<file path="src/shared/umfs_pkg.sv">
// Shared constants, types and the state record of the mode-two UART channel.
package umfs_pkg;

  // Register offsets on the plain register port.
  localparam logic [1:0] UMFS_ADDR_MODE   = 2'h0;
  localparam logic [1:0] UMFS_ADDR_STATUS = 2'h1;
  localparam logic [1:0] UMFS_ADDR_DATA   = 2'h2;
  localparam logic [1:0] UMFS_ADDR_CTRL   = 2'h3;

  // First mode register fields.
  localparam int UMFS_M1_RX_RTS = 7;
  localparam int UMFS_M1_PAR_EN = 2;

  // Control register bits.
  localparam int UMFS_CTRL_PTR_RST = 0;
  localparam int UMFS_CTRL_RTS_ON  = 1;
  localparam int UMFS_CTRL_RTS_OFF = 2;
  localparam int UMFS_CTRL_EXT_CLK = 3;

  // Status register bits.
  localparam int UMFS_ST_TX_RDY  = 0;
  localparam int UMFS_ST_TX_EMP  = 1;
  localparam int UMFS_ST_RX_RDY  = 2;
  localparam int UMFS_ST_FE      = 3;
  localparam int UMFS_ST_RTS     = 4;
  localparam int UMFS_ST_PTR     = 5;

  localparam logic [7:0] UMFS_MODE1_RST = 8'h00;
  localparam logic [7:0] UMFS_MODE2_RST = 8'h00;

  // Bit timing in sixteenths of a bit, except the external 1x clock values (whole bits), the minimum data bit count and the tick divider (system cycles).
  localparam logic [5:0] UMFS_BIT_SIXTEENTHS = 6'h10;
  localparam logic [5:0] UMFS_STOP_BASE_LONG = 6'h11;
  localparam logic [5:0] UMFS_STOP_BASE_SHRT = 6'h09;
  localparam logic [5:0] UMFS_EXT_STOP_ONE   = 6'h01;
  localparam logic [5:0] UMFS_EXT_STOP_TWO   = 6'h02;
  localparam logic [5:0] UMFS_EXT_BIT_LEN    = 6'h01;
  localparam logic [3:0] UMFS_RX_HALF        = 4'h7;
  localparam logic [3:0] UMFS_RX_LAST        = 4'hf;
  localparam logic [3:0] UMFS_MIN_BITS       = 4'h5;
  localparam logic [7:0] UMFS_TICK_DIV_DEF   = 8'h08;

  typedef enum logic [1:0] {
    UMFS_CM_NORMAL = 2'b00,
    UMFS_CM_ECHO   = 2'b01,
    UMFS_CM_LOCAL  = 2'b10,
    UMFS_CM_REMOTE = 2'b11
  } umfs_cm_t;

  typedef enum logic [2:0] {
    UMFS_TX_IDLE  = 3'b000,
    UMFS_TX_START = 3'b001,
    UMFS_TX_DATA  = 3'b010,
    UMFS_TX_PAR   = 3'b011,
    UMFS_TX_STOP  = 3'b100,
    UMFS_TX_RTSD  = 3'b101
  } umfs_tx_t;

  typedef enum logic [1:0] {
    UMFS_RX_IDLE  = 2'b00,
    UMFS_RX_START = 2'b01,
    UMFS_RX_BITS  = 2'b10,
    UMFS_RX_STOP  = 2'b11
  } umfs_rx_t;

  typedef struct packed {
    umfs_cm_t   cm;
    logic       tx_rts;
    logic       tx_cts;
    logic [3:0] sb;
  } umfs_mode2_t;

  typedef struct packed {
    logic [1:0] addr;
    logic [7:0] wdata;
    logic       wr;
    logic       rd;
  } umfs_bus_req_t;

  typedef struct packed {
    logic        ptr_mode2;
    logic [7:0]  mode1;
    umfs_mode2_t mode2;
    logic        ext_clk;
    logic        rxd_m;
    logic        rxd_s;
    logic        cts_m;
    logic        cts_n_s;
    logic        xclk_m;
    logic        xclk_s;
    logic        xclk_d;
    logic [7:0]  div;
    logic [7:0]  hold;
    logic        hold_full;
    umfs_tx_t    tx;
    logic [7:0]  tx_shift;
    logic [5:0]  tx_cnt;
    logic [3:0]  tx_idx;
    logic        tx_line;
    logic        serial;
    logic        rts_n;
    umfs_rx_t    rx;
    logic [3:0]  rx_cnt;
    logic [3:0]  rx_idx;
    logic [7:0]  rx_shift;
    logic [7:0]  rx_data;
    logic        rx_ready;
    logic        rx_fe;
    logic [7:0]  rdata;
  } umfs_state_t;

endpackage

</file>
<file path="src/logic/umfs_top.sv">
// UART channel with mode register two, flow control, stop length and loop modes.
//
// Operation
// Mode register two is reached only via pointer; first-register access moves pointer there.
// Bits 7-6 pick normal, automatic echo, local loop-back or remote loop-back.
// With bit 5 set, request-to-send negates one bit after transmitter drains.
// Request-to-send control on both receiver and transmitter disables it for both.
// With bit 4 set, each character waits for clear-to-send; line idles high.
// Clear-to-send changes during a character do not disturb that character.
// With both bits 4 and 5 set, clear-to-send gating governs the transmitter.
// Stop length 9/16 to 2 bits, or 1-1/16 to 2 for 5-bit characters.
// Code 0000 gives 1.063 or 0.563 bits; code 1000 1.563; steps of 1/16.
// Code 0111 gives 1.500 or 1.000 bits; code 1111 gives 2.000 bits.
// Receiver checks only for high at centre of first stop bit.
// With external 1x clock, stop-length bit 3 picks one or two stop bits.
`timescale 1ns/1ns
module umfs_top
  import umfs_pkg::*;
#(
  parameter logic [7:0] TICK_DIV = UMFS_TICK_DIV_DEF
)
(
  input  logic          clk_sys_i,
  input  logic          reset_n_i,
  input  umfs_bus_req_t bus_i,
  output logic [7:0]    rdata_o,
  input  logic          rxd_i,
  input  logic          clear_to_send_in_n_i,
  input  logic          tx_ext_clk_i,
  output logic          serial_transmit_line_o,
  output logic          request_to_send_out_n_o
);

  umfs_state_t st;
  umfs_state_t n;

  logic       tick16;
  logic       xrise;
  logic       tx_tick;
  logic       five_bit;
  logic       auto_rts;
  logic       tx_par;
  logic       rx_in;
  logic       bit_end;
  logic       stop_end;
  logic [3:0] nbits;
  logic [5:0] bit_len;
  logic [5:0] stop_len;
  logic [7:0] data_mask;

  assign tick16    = (st.div == (TICK_DIV - 8'h01));
  assign xrise     = st.xclk_s & ~st.xclk_d;
  assign tx_tick   = st.ext_clk ? xrise : tick16;
  assign nbits     = UMFS_MIN_BITS + {2'b00, st.mode1[1:0]};
  assign five_bit  = (st.mode1[1:0] == 2'b00);
  assign bit_len   = st.ext_clk ? UMFS_EXT_BIT_LEN : UMFS_BIT_SIXTEENTHS;
  assign data_mask = ~(8'hff << nbits);
  assign tx_par    = ^(st.tx_shift & data_mask);
  assign bit_end   = tx_tick && (st.tx_cnt == (bit_len - 6'h01));
  assign stop_end  = tx_tick && (st.tx_cnt == (stop_len - 6'h01));
  // Short codes of longer characters start at 9/16; 5-bit characters start at 17/16.
  assign stop_len  = st.ext_clk ? (st.mode2.sb[3] ? UMFS_EXT_STOP_TWO : UMFS_EXT_STOP_ONE)
                   : (((st.mode2.sb[3] | five_bit) ? UMFS_STOP_BASE_LONG : UMFS_STOP_BASE_SHRT)
                      + {2'b00, st.mode2.sb});
  // Automatic negation is off when the receiver also claims it or gating is on.
  assign auto_rts  = st.mode2.tx_rts & ~st.mode1[UMFS_M1_RX_RTS] & ~st.mode2.tx_cts;
  assign rx_in     = (st.mode2.cm == UMFS_CM_LOCAL)  ? st.tx_line :
                     (st.mode2.cm == UMFS_CM_REMOTE) ? 1'b1 : st.rxd_s;

  always_comb
  begin
    n          = st;
    n.rdata    = 8'h00;
    n.rxd_m    = rxd_i;
    n.rxd_s    = st.rxd_m;
    n.cts_m    = clear_to_send_in_n_i;
    n.cts_n_s  = st.cts_m;
    n.xclk_m   = tx_ext_clk_i;
    n.xclk_s   = st.xclk_m;
    n.xclk_d   = st.xclk_s;
    n.div      = tick16 ? 8'h00 : (st.div + 8'h01);

    // Transmitter.
    case (st.tx)
      UMFS_TX_IDLE:
      begin
        n.tx_line = 1'b1;
        // Under the 1x clock a character starts only on a clock edge, so its start bit is whole.
        if (st.hold_full && !(st.mode2.tx_cts && st.cts_n_s) && (!st.ext_clk || xrise))
        begin
          n.tx_shift  = st.hold;
          n.hold_full = 1'b0;
          n.tx_cnt    = 6'h00;
          n.tx        = UMFS_TX_START;
          n.tx_line   = 1'b0;
        end
      end
      UMFS_TX_START, UMFS_TX_DATA, UMFS_TX_PAR:
      begin
        // Clear-to-send is not looked at once the start bit is out.
        n.tx_cnt = tx_tick ? (st.tx_cnt + 6'h01) : st.tx_cnt;
        if (bit_end)
        begin
          n.tx_cnt = 6'h00;
          if (st.tx == UMFS_TX_START)
          begin
            n.tx      = UMFS_TX_DATA;
            n.tx_idx  = 4'h0;
            n.tx_line = st.tx_shift[0];
          end
          else if ((st.tx == UMFS_TX_DATA) && (st.tx_idx != (nbits - 4'h1)))
          begin
            n.tx_idx  = st.tx_idx + 4'h1;
            n.tx_line = st.tx_shift[3'(st.tx_idx + 4'h1)];
          end
          else if ((st.tx == UMFS_TX_DATA) && st.mode1[UMFS_M1_PAR_EN])
          begin
            n.tx      = UMFS_TX_PAR;
            n.tx_line = tx_par;
          end
          else
          begin
            n.tx      = UMFS_TX_STOP;
            n.tx_line = 1'b1;
          end
        end
      end
      UMFS_TX_STOP:
      begin
        n.tx_line = 1'b1;
        n.tx_cnt  = tx_tick ? (st.tx_cnt + 6'h01) : st.tx_cnt;
        if (stop_end)
        begin
          n.tx_cnt = 6'h00;
          n.tx     = (!st.hold_full && auto_rts) ? UMFS_TX_RTSD : UMFS_TX_IDLE;
          // The 1x clock edge that ends the stop bits also starts a waiting character.
          if (st.ext_clk && st.hold_full && !(st.mode2.tx_cts && st.cts_n_s))
          begin
            n.tx_shift  = st.hold;
            n.hold_full = 1'b0;
            n.tx        = UMFS_TX_START;
            n.tx_line   = 1'b0;
          end
        end
      end
      UMFS_TX_RTSD:
      begin
        n.tx_line = 1'b1;
        n.tx_cnt  = tx_tick ? (st.tx_cnt + 6'h01) : st.tx_cnt;
        if (st.hold_full)
        begin
          n.tx = UMFS_TX_IDLE;
        end
        else if (bit_end)
        begin
          n.rts_n = 1'b1;
          n.tx    = UMFS_TX_IDLE;
        end
      end
      default:
      begin
        n.tx      = UMFS_TX_IDLE;
        n.tx_line = 1'b1;
      end
    endcase

    // Register port; a software write to the holding register wins over a load.
    if (bus_i.wr)
    begin
      case (bus_i.addr)
        UMFS_ADDR_MODE:
        begin
          if (st.ptr_mode2)
          begin
            n.mode2 = umfs_mode2_t'(bus_i.wdata);
          end
          else
          begin
            n.mode1     = bus_i.wdata;
            n.ptr_mode2 = 1'b1;
          end
        end
        UMFS_ADDR_DATA:
        begin
          n.hold      = bus_i.wdata;
          n.hold_full = 1'b1;
        end
        UMFS_ADDR_CTRL:
        begin
          n.ext_clk = bus_i.wdata[UMFS_CTRL_EXT_CLK];
          if (bus_i.wdata[UMFS_CTRL_PTR_RST])
          begin
            n.ptr_mode2 = 1'b0;
          end
          if (bus_i.wdata[UMFS_CTRL_RTS_ON])
          begin
            n.rts_n = 1'b0;
          end
          else if (bus_i.wdata[UMFS_CTRL_RTS_OFF])
          begin
            n.rts_n = 1'b1;
          end
        end
        default:
        begin
        end
      endcase
    end
    if (bus_i.rd)
    begin
      case (bus_i.addr)
        UMFS_ADDR_MODE:
        begin
          n.rdata     = st.ptr_mode2 ? 8'(st.mode2) : st.mode1;
          n.ptr_mode2 = 1'b1;
        end
        UMFS_ADDR_STATUS:
        begin
          n.rdata[UMFS_ST_TX_RDY] = ~st.hold_full;
          n.rdata[UMFS_ST_TX_EMP] = ~st.hold_full && (st.tx == UMFS_TX_IDLE);
          n.rdata[UMFS_ST_RX_RDY] = st.rx_ready;
          n.rdata[UMFS_ST_FE]     = st.rx_fe;
          n.rdata[UMFS_ST_RTS]    = ~st.rts_n;
          n.rdata[UMFS_ST_PTR]    = st.ptr_mode2;
        end
        UMFS_ADDR_DATA:
        begin
          n.rdata    = st.rx_data;
          n.rx_ready = 1'b0;
        end
        default:
        begin
          n.rdata = 8'h00;
        end
      endcase
    end

    // Receiver; a frame completing in a read cycle keeps its ready flag set.
    n.rx_cnt = tick16 ? (st.rx_cnt + 4'h1) : st.rx_cnt;
    case (st.rx)
      UMFS_RX_IDLE:
      begin
        n.rx_cnt = 4'h0;
        if (!rx_in)
        begin
          n.rx = UMFS_RX_START;
        end
      end
      UMFS_RX_START:
      begin
        if (tick16 && (st.rx_cnt == UMFS_RX_HALF))
        begin
          n.rx_cnt = 4'h0;
          n.rx_idx = 4'h0;
          n.rx     = rx_in ? UMFS_RX_IDLE : UMFS_RX_BITS;
        end
      end
      UMFS_RX_BITS:
      begin
        if (tick16 && (st.rx_cnt == UMFS_RX_LAST))
        begin
          if (st.rx_idx < nbits)
          begin
            n.rx_shift[3'(st.rx_idx)] = rx_in;
          end
          n.rx_idx = st.rx_idx + 4'h1;
          if (st.rx_idx == (nbits - {3'b000, ~st.mode1[UMFS_M1_PAR_EN]}))
          begin
            n.rx = UMFS_RX_STOP;
          end
        end
      end
      UMFS_RX_STOP:
      begin
        if (tick16 && (st.rx_cnt == UMFS_RX_LAST))
        begin
          n.rx_fe    = ~rx_in;
          n.rx_data  = st.rx_shift & data_mask;
          n.rx_ready = 1'b1;
          n.rx       = UMFS_RX_IDLE;
        end
      end
      default:
      begin
        n.rx = UMFS_RX_IDLE;
      end
    endcase

    case (st.mode2.cm)
      UMFS_CM_NORMAL: n.serial = n.tx_line;
      UMFS_CM_LOCAL:  n.serial = 1'b1;
      default:        n.serial = st.rxd_s;
    endcase
  end

  always_ff @(posedge clk_sys_i or negedge reset_n_i)
  begin
    if (!reset_n_i)
    begin
      st         <= '0;
      st.mode1   <= UMFS_MODE1_RST;
      st.mode2   <= umfs_mode2_t'(UMFS_MODE2_RST);
      st.rxd_m   <= 1'b1;
      st.rxd_s   <= 1'b1;
      st.cts_m   <= 1'b1;
      st.cts_n_s <= 1'b1;
      st.tx_line <= 1'b1;
      st.serial  <= 1'b1;
      st.rts_n   <= 1'b1;
    end
    else
    begin
      st <= n;
    end
  end

  assign rdata_o                 = st.rdata;
  assign serial_transmit_line_o  = st.serial;
  assign request_to_send_out_n_o = st.rts_n;
endmodule

</file>
<file path="config.mk">
export PLATFORM = sky130hd
export DESIGN_NAME = umfs_top
export DESIGN_NICKNAME = d
export VERILOG_FILES = /design/src/shared/umfs_pkg.sv /design/src/logic/umfs_top.sv
export SDC_FILE = /design/constraint.sdc
export NUM_CORES = 1
export LEC_CHECK = 0
export BUFFER_PORTS_ARGS = -buffer_cell sky130_fd_sc_hd__buf_2
export CORE_MARGIN = 2
export CORE_UTILIZATION = 66
export DETAILED_ROUTE_END_ITERATION = 7
export GPL_TIMING_DRIVEN = 1
export PLACE_DENSITY = 0.95
export SYNTH_ARGS = -nofsm -noshare
export SYNTH_HDL_FRONTEND = slang
export SYNTH_SLANG_ARGS = --single-unit
</file>
<file path="constraint.sdc">
create_clock -name clk_sys_i -period 5.32 [get_ports clk_sys_i]
set_input_delay 1.064 -clock clk_sys_i [delete_from_list [all_inputs] [get_ports clk_sys_i]]
set_output_delay 1.064 -clock clk_sys_i [all_outputs]
set_load 0.01 [all_outputs]
</file>
Yosys cells after proc, flatten, opt, wreduce, memory -nomap -nowiden
Cells that the tools add are included.
Widths: inputs -> output; s select.
{"block": "classes", "addsub": 11, "order_cmp": 4, "n_shift": 1, "n_eq_ne": 31, "bitwise": 15, "mux": 76, "multipliers": 0, "n_div": 0, "reduce_logical": 41}
{"cell": "$mux 18", "n": 3}
{"cell": "$mux 8", "n": 6}
{"cell": "$mux 1", "n": 25}
{"cell": "$mux 12", "n": 2}
{"cell": "$pmux 6 s4", "n": 1}
{"cell": "$mux 3", "n": 7}
{"cell": "$ne 2x2->1 const B", "n": 9}
{"cell": "$pmux 6 s3", "n": 1}
{"cell": "$and 8x8->8", "n": 2}
{"cell": "$mux 16", "n": 1}
{"cell": "$mux 2", "n": 8}
{"cell": "$pmux 4 s2", "n": 2}
{"cell": "$pmux 8 s2", "n": 1}
{"cell": "$mux 5", "n": 3}
{"cell": "$reduce_and 3->1", "n": 5}
{"cell": "$logic_and 1x1->1", "n": 14}
{"cell": "$add 4x1->4 const B", "n": 3}
{"cell": "$eq 2x2->1 const B", "n": 6}
{"cell": "$eq 6x6->1", "n": 2}
{"cell": "$mux 6", "n": 2}
{"cell": "$pmux 3 s4", "n": 1}
{"cell": "$mux 11", "n": 1}
{"cell": "$mux 10", "n": 1}
{"cell": "$reduce_and 5->1", "n": 2}
{"cell": "other kinds (44)", "n": 71}
{"block": "word_totals", "word_cells": 211, "rom_bits": 0, "reg_bits": 102, "memories": 0, "ramBits": 0, "latch_bits": 0}

Depth between registers and ports, before layout
{"block": "depth", "ltp_word": 12, "ltp_mapped": 11}

Worst setup path after synthesis
Ideal clock, no wire load.
{"block": "synth_timing", "path_kind": "register to register", "from": "register st[84] (netlist name)", "to": "register st[53] (netlist name)", "setup_time_ns": 0.127, "n_path_buf": 1, "stages_incl_launch_ff": 12, "arrival_ns": 2.877, "path_slack_ns": 2.316, "required_time_ns": 5.193, "path_cell_list": "dfrtp_1 -> buf_2 -> mux2i_1 -> inv_1 -> ha_1 -> xnor2_1 -> or3_4 -> a2111oi_4 -> o21ai_2 -> a2111oi_4 -> o21a_2 -> mux2_1"}
{"block": "synth_via", "elab_chain_len": 6, "word_cells_on_any_way": 14}
{"element": "start: declaration", "line_no": "umfs_top.sv:34", "text": "umfs_state_t st;"}
{"element": "start signal: assignment", "line_no": "umfs_top.sv:313", "text": "st <= n;"}
{"element": "$mux 6", "line_no": "umfs_top.sv:62", "text": "assign stop_len = st.ext_clk ? (st.mode2.sb[3] ? UMFS_EXT_STOP_TWO : UMFS_EXT_STOP_ONE)"}
{"element": "$sub 6x1->6", "line_no": "umfs_top.sv:60", "text": "assign stop_end = tx_tick && (st.tx_cnt == (stop_len - 6'h01));"}
{"element": "$eq 6x6->1", "line_no": "umfs_top.sv:60"}
{"element": "$logic_and 1x1->1", "line_no": "umfs_top.sv:60"}
{"element": "$ne 2x2->1 (no line)"}
{"element": "$reduce_and 4->1 (no line) *"}
Every way passes the cells marked *; elsewhere a longest branch is shown, timed or not.
A chain may end at the register's enable or synchronous reset.

Worst setup path in the final report
{"block": "layout_timing", "from": "register st[84] (netlist name)", "to": "register st[56] (netlist name)"}
Same word-level chain as after synthesis.

==> results.json <==
{
  "status": "finished clean",
  "synth.area.mux_share_pct": 11.67,
  "num_vias": 4271,
  "cts_setup_buffers": 0,
  "clock_sinks": 102,
  "routed_wl_um": 13080,
  "p_leak_uw": 0.002618,
  "antenna_found_initial": 0,
  "synthAdderAreaFrac_pct": 4.299,
  "cts_buffer_depth": 2,
  "min_path_type": "reg -> reg",
  "max_stage_delay_ns": 0.74,
  "synth_top_area_share_pct": 42.99,
  "finalSetupViolCount": 0,
  "whs_ns": 0.3613,
  "drc": 0,
  "fin_tns_setup_ns": 0,
  "synth_warnings": 0,
  "synth_seq_cells": 102,
  "grt_usage_pct": 30.66,
  "io_pins": 27,
  "drive_above_1_share_pct": 20.11,
  "synth_ff_type": "dfrtp_1",
  "cts_tree": "yes",
  "grt_start_max_net_pins": 61,
  "synth_area_leaders": "dfrtp_1 (43%), mux2_2 (7.7%), ha_1 (4.3%), dfstp_2 (3.3%), xnor2_1 (3.2%)",
  "final_util_pct": 72.31,
  "hold_violations": 0,
  "fp.dieH_um": 95.54,
  "clockRootBuffer": "clkbuf_8",
  "start_util_pct": 67.65,
  "hpwl_um": 9101,
  "grt_pass1_wl_um": 21370,
  "clkTransAtPathRegs_ns": 0.10,
  "area_delta_synth_final_pct": 6.900,
  "yosys.area.top_type": "dfrtp_1",
  "place_area_sq_um": 5660,
  "syn_inst": 520,
  "first_global_vias": 4373,
  "clock_latency_ns": 0.37,
  "syn-num-nets": 556,
  "synth_area_sq_um": 5530,
  "post_synth_num_cell_types": 63,
  "power_density_nw_per_um2": 423.3,
  "yosys-top-cells-count": "dfrtp_1 (95), nor2_1 (39), mux2_2 (38), nand2_1 (37), o21ai_0 (26)",
  "synth-simple-area-share_pct": 14.80,
  "cp_max_fo": 18,
  "max_freq_mhz": 274.2,
  "coreArea_sq_um": 8175,
  "synth-seq-area-share_pct": 46.31,
  "synth-async-reset-ratio_pct": 100.0,
  "relSlewSlack_pct": 34.24,
  "crit_required_ns": 5.58,
  "final_area_sq_um": 5912,
  "p_total_uw": 2502,
  "cts_hold_buf": 0,
  "antennaDiodeCount": 0,
  "layout_min_cycle_time_ns": 3.647,
  "setup.worst_path.end_class": "flop",
  "die-area_sq_um": 9128,
  "synth_most_common_cell": "dfrtp_1",
  "rows": 33,
  "critPathSlowestCell": "dfrtp_1",
  "holdPathStages": 0,
  "drt_iter0_markers": 467,
  "peakVddDrop_mv": 0.1958,
  "die_w_um": 95.54,
  "cts_resized": 0,
  "slew_violations": 0,
  "clock-skew-final_ns": 0.009471,
  "gp_congestion": 0.8932,
  "wl_per_cell_um": 20.38,
  "grt.overflow.total": 0,
  "synthXorXnorAreaFrac_pct": 5.226,
  "synth_edf_count": 0,
  "syn_area_per_cell_sq_um": 10.64,
  "io_buffer_count": 26,
  "crit_chain": "mux2i_1 -> inv_1 -> ha_1 -> xnor2_1 -> or3_4 -> a2111oi_4 -> o21ai_2 -> a2111oi_4 -> o21a_2 -> mux2_1",
  "numCtsBuffers": 9,
  "synth-compound-area-share_pct": 13.71,
  "synth_top_family_by_area": "simple AND/OR/NAND/NOR gates",
  "path_common_cell": "a2111oi_4",
  "r2r_cells": 10,
  "via_per_inst": 6.653,
  "first_pass_iters": 6,
  "ant_nets": 0,
  "crit_type": "reg -> reg",
  "fin_crit_sh_pct": 68.54,
  "critPathArrivalTime_ns": 3.91,
  "htree_levels": 3,
  "maxCapViolCount": 0,
  "rsz0062_at_grt": "false",
  "nNetsFinal": 568,
  "startpoint_type": "flop",
  "max_slew.worst_pin.slew_ns": 0.9774
}
==> flip-flops by register name, summed over array words and instances (netlist names), named ones only <==
signal	flops
request_to_send_out_n_o	1
st	79
serial_transmit_line_o	1
n	4
rdata_o	8
==> per-stage QoR <==
stage                     std cells  setup WS (ns)
after floorplan                 520          2.316
after global placement          626          1.977
after detailed placement        626          1.801
after CTS                       642          1.730
after global routing            642          1.561
final                           642          1.673
==> layout by cell type, fill, tap and decap left out, types with 9 or more instances in the layout <==
cell type  netlist  layout
nand2_1         37      37
dfrtp_1         95      95
a31oi_1         11      11
xnor2_1         20      20
inv_1           21      21
o21ai_0         26      26
mux2_2          38      38
nand4_1          9       9
nand3_1         18      18
buf_2            2      25
ha_1            19      19
nor2_1          39      39
clkbuf_8         0       9
a21oi_1         16      16
xor2_1          13      13
==> worst max-delay path: cells and delay by family, from the launching register on <==
kind	cells	cell delay [ns]
xor gates and xnor gates	1	0.15
AOI/OAI and AO/OA	4	1.26
muxes	2	0.70
and+or+nand+nor	1	0.34
buffers and inverters	1	0.08
adders and majority gates	1	0.26
DFF	1	0.74
==> layer usage <==
metal  vias up  share of wire (%)  track usage [%]  wire [um]
met2       249                 51            51.81       6635
met5         -                  0                0          0
met4         0                3.4            12.62        450
met1      2067                 38            36.98       4910
li1       1902                  -                -          -
met3        53                8.3            8.458       1087
==> path summary, 6_finish.rpt <==
check	start	to	slack, ns
min in group asynchronous	reset_n_i	st[58]$_DFFE_PN0P_	0.65
max	st[84]$_DFFE_PN0P_	st[56]$_DFFE_PN0P_	1.67
max reg2reg	st[84]$_DFFE_PN0P_	st[56]$_DFFE_PN0P_	1.67
max in group asynchronous	reset_n_i	st[87]$_DFFE_PN0P_	3.54
min reg2reg	n[82]$_DFF_PN1_	st[82]$_DFF_PN1_	0.36
min	n[82]$_DFF_PN1_	st[82]$_DFF_PN1_	0.36
==> cell type report <==
type | instances | area (sq um)
Clock buffer | 9 | 123.9
Sequential cell | 102 | 2561
Fill cell | 519 | 2263
Clock inverter | 7 | 127.6
Inverter | 21 | 78.83
Tap cell | 105 | 131.4
Multi-Input combinational cell | 371 | 2749
Timing Repair Buffer | 27 | 140.1
==> where the power goes <==
group	internal, uW	switching [uW]	leakage [uW]	total [uW]
registers	899	170	0.00130	1070
clock network	319	282	0.000126	601
logic	374	458	0.00119	831
total	1590	910	0.00262	2500
==> logic make-up after synthesis <==
family	after synthesis
adder cells (fa/ha/maj)	19
XOR/XNOR	33
buffers and inverters	47
AND/OR/NAND/NOR	160
flip-flops	102
AO/OA/AOI/OAI	105
multiplexers	54
Power figures use the tool's default switching activity.
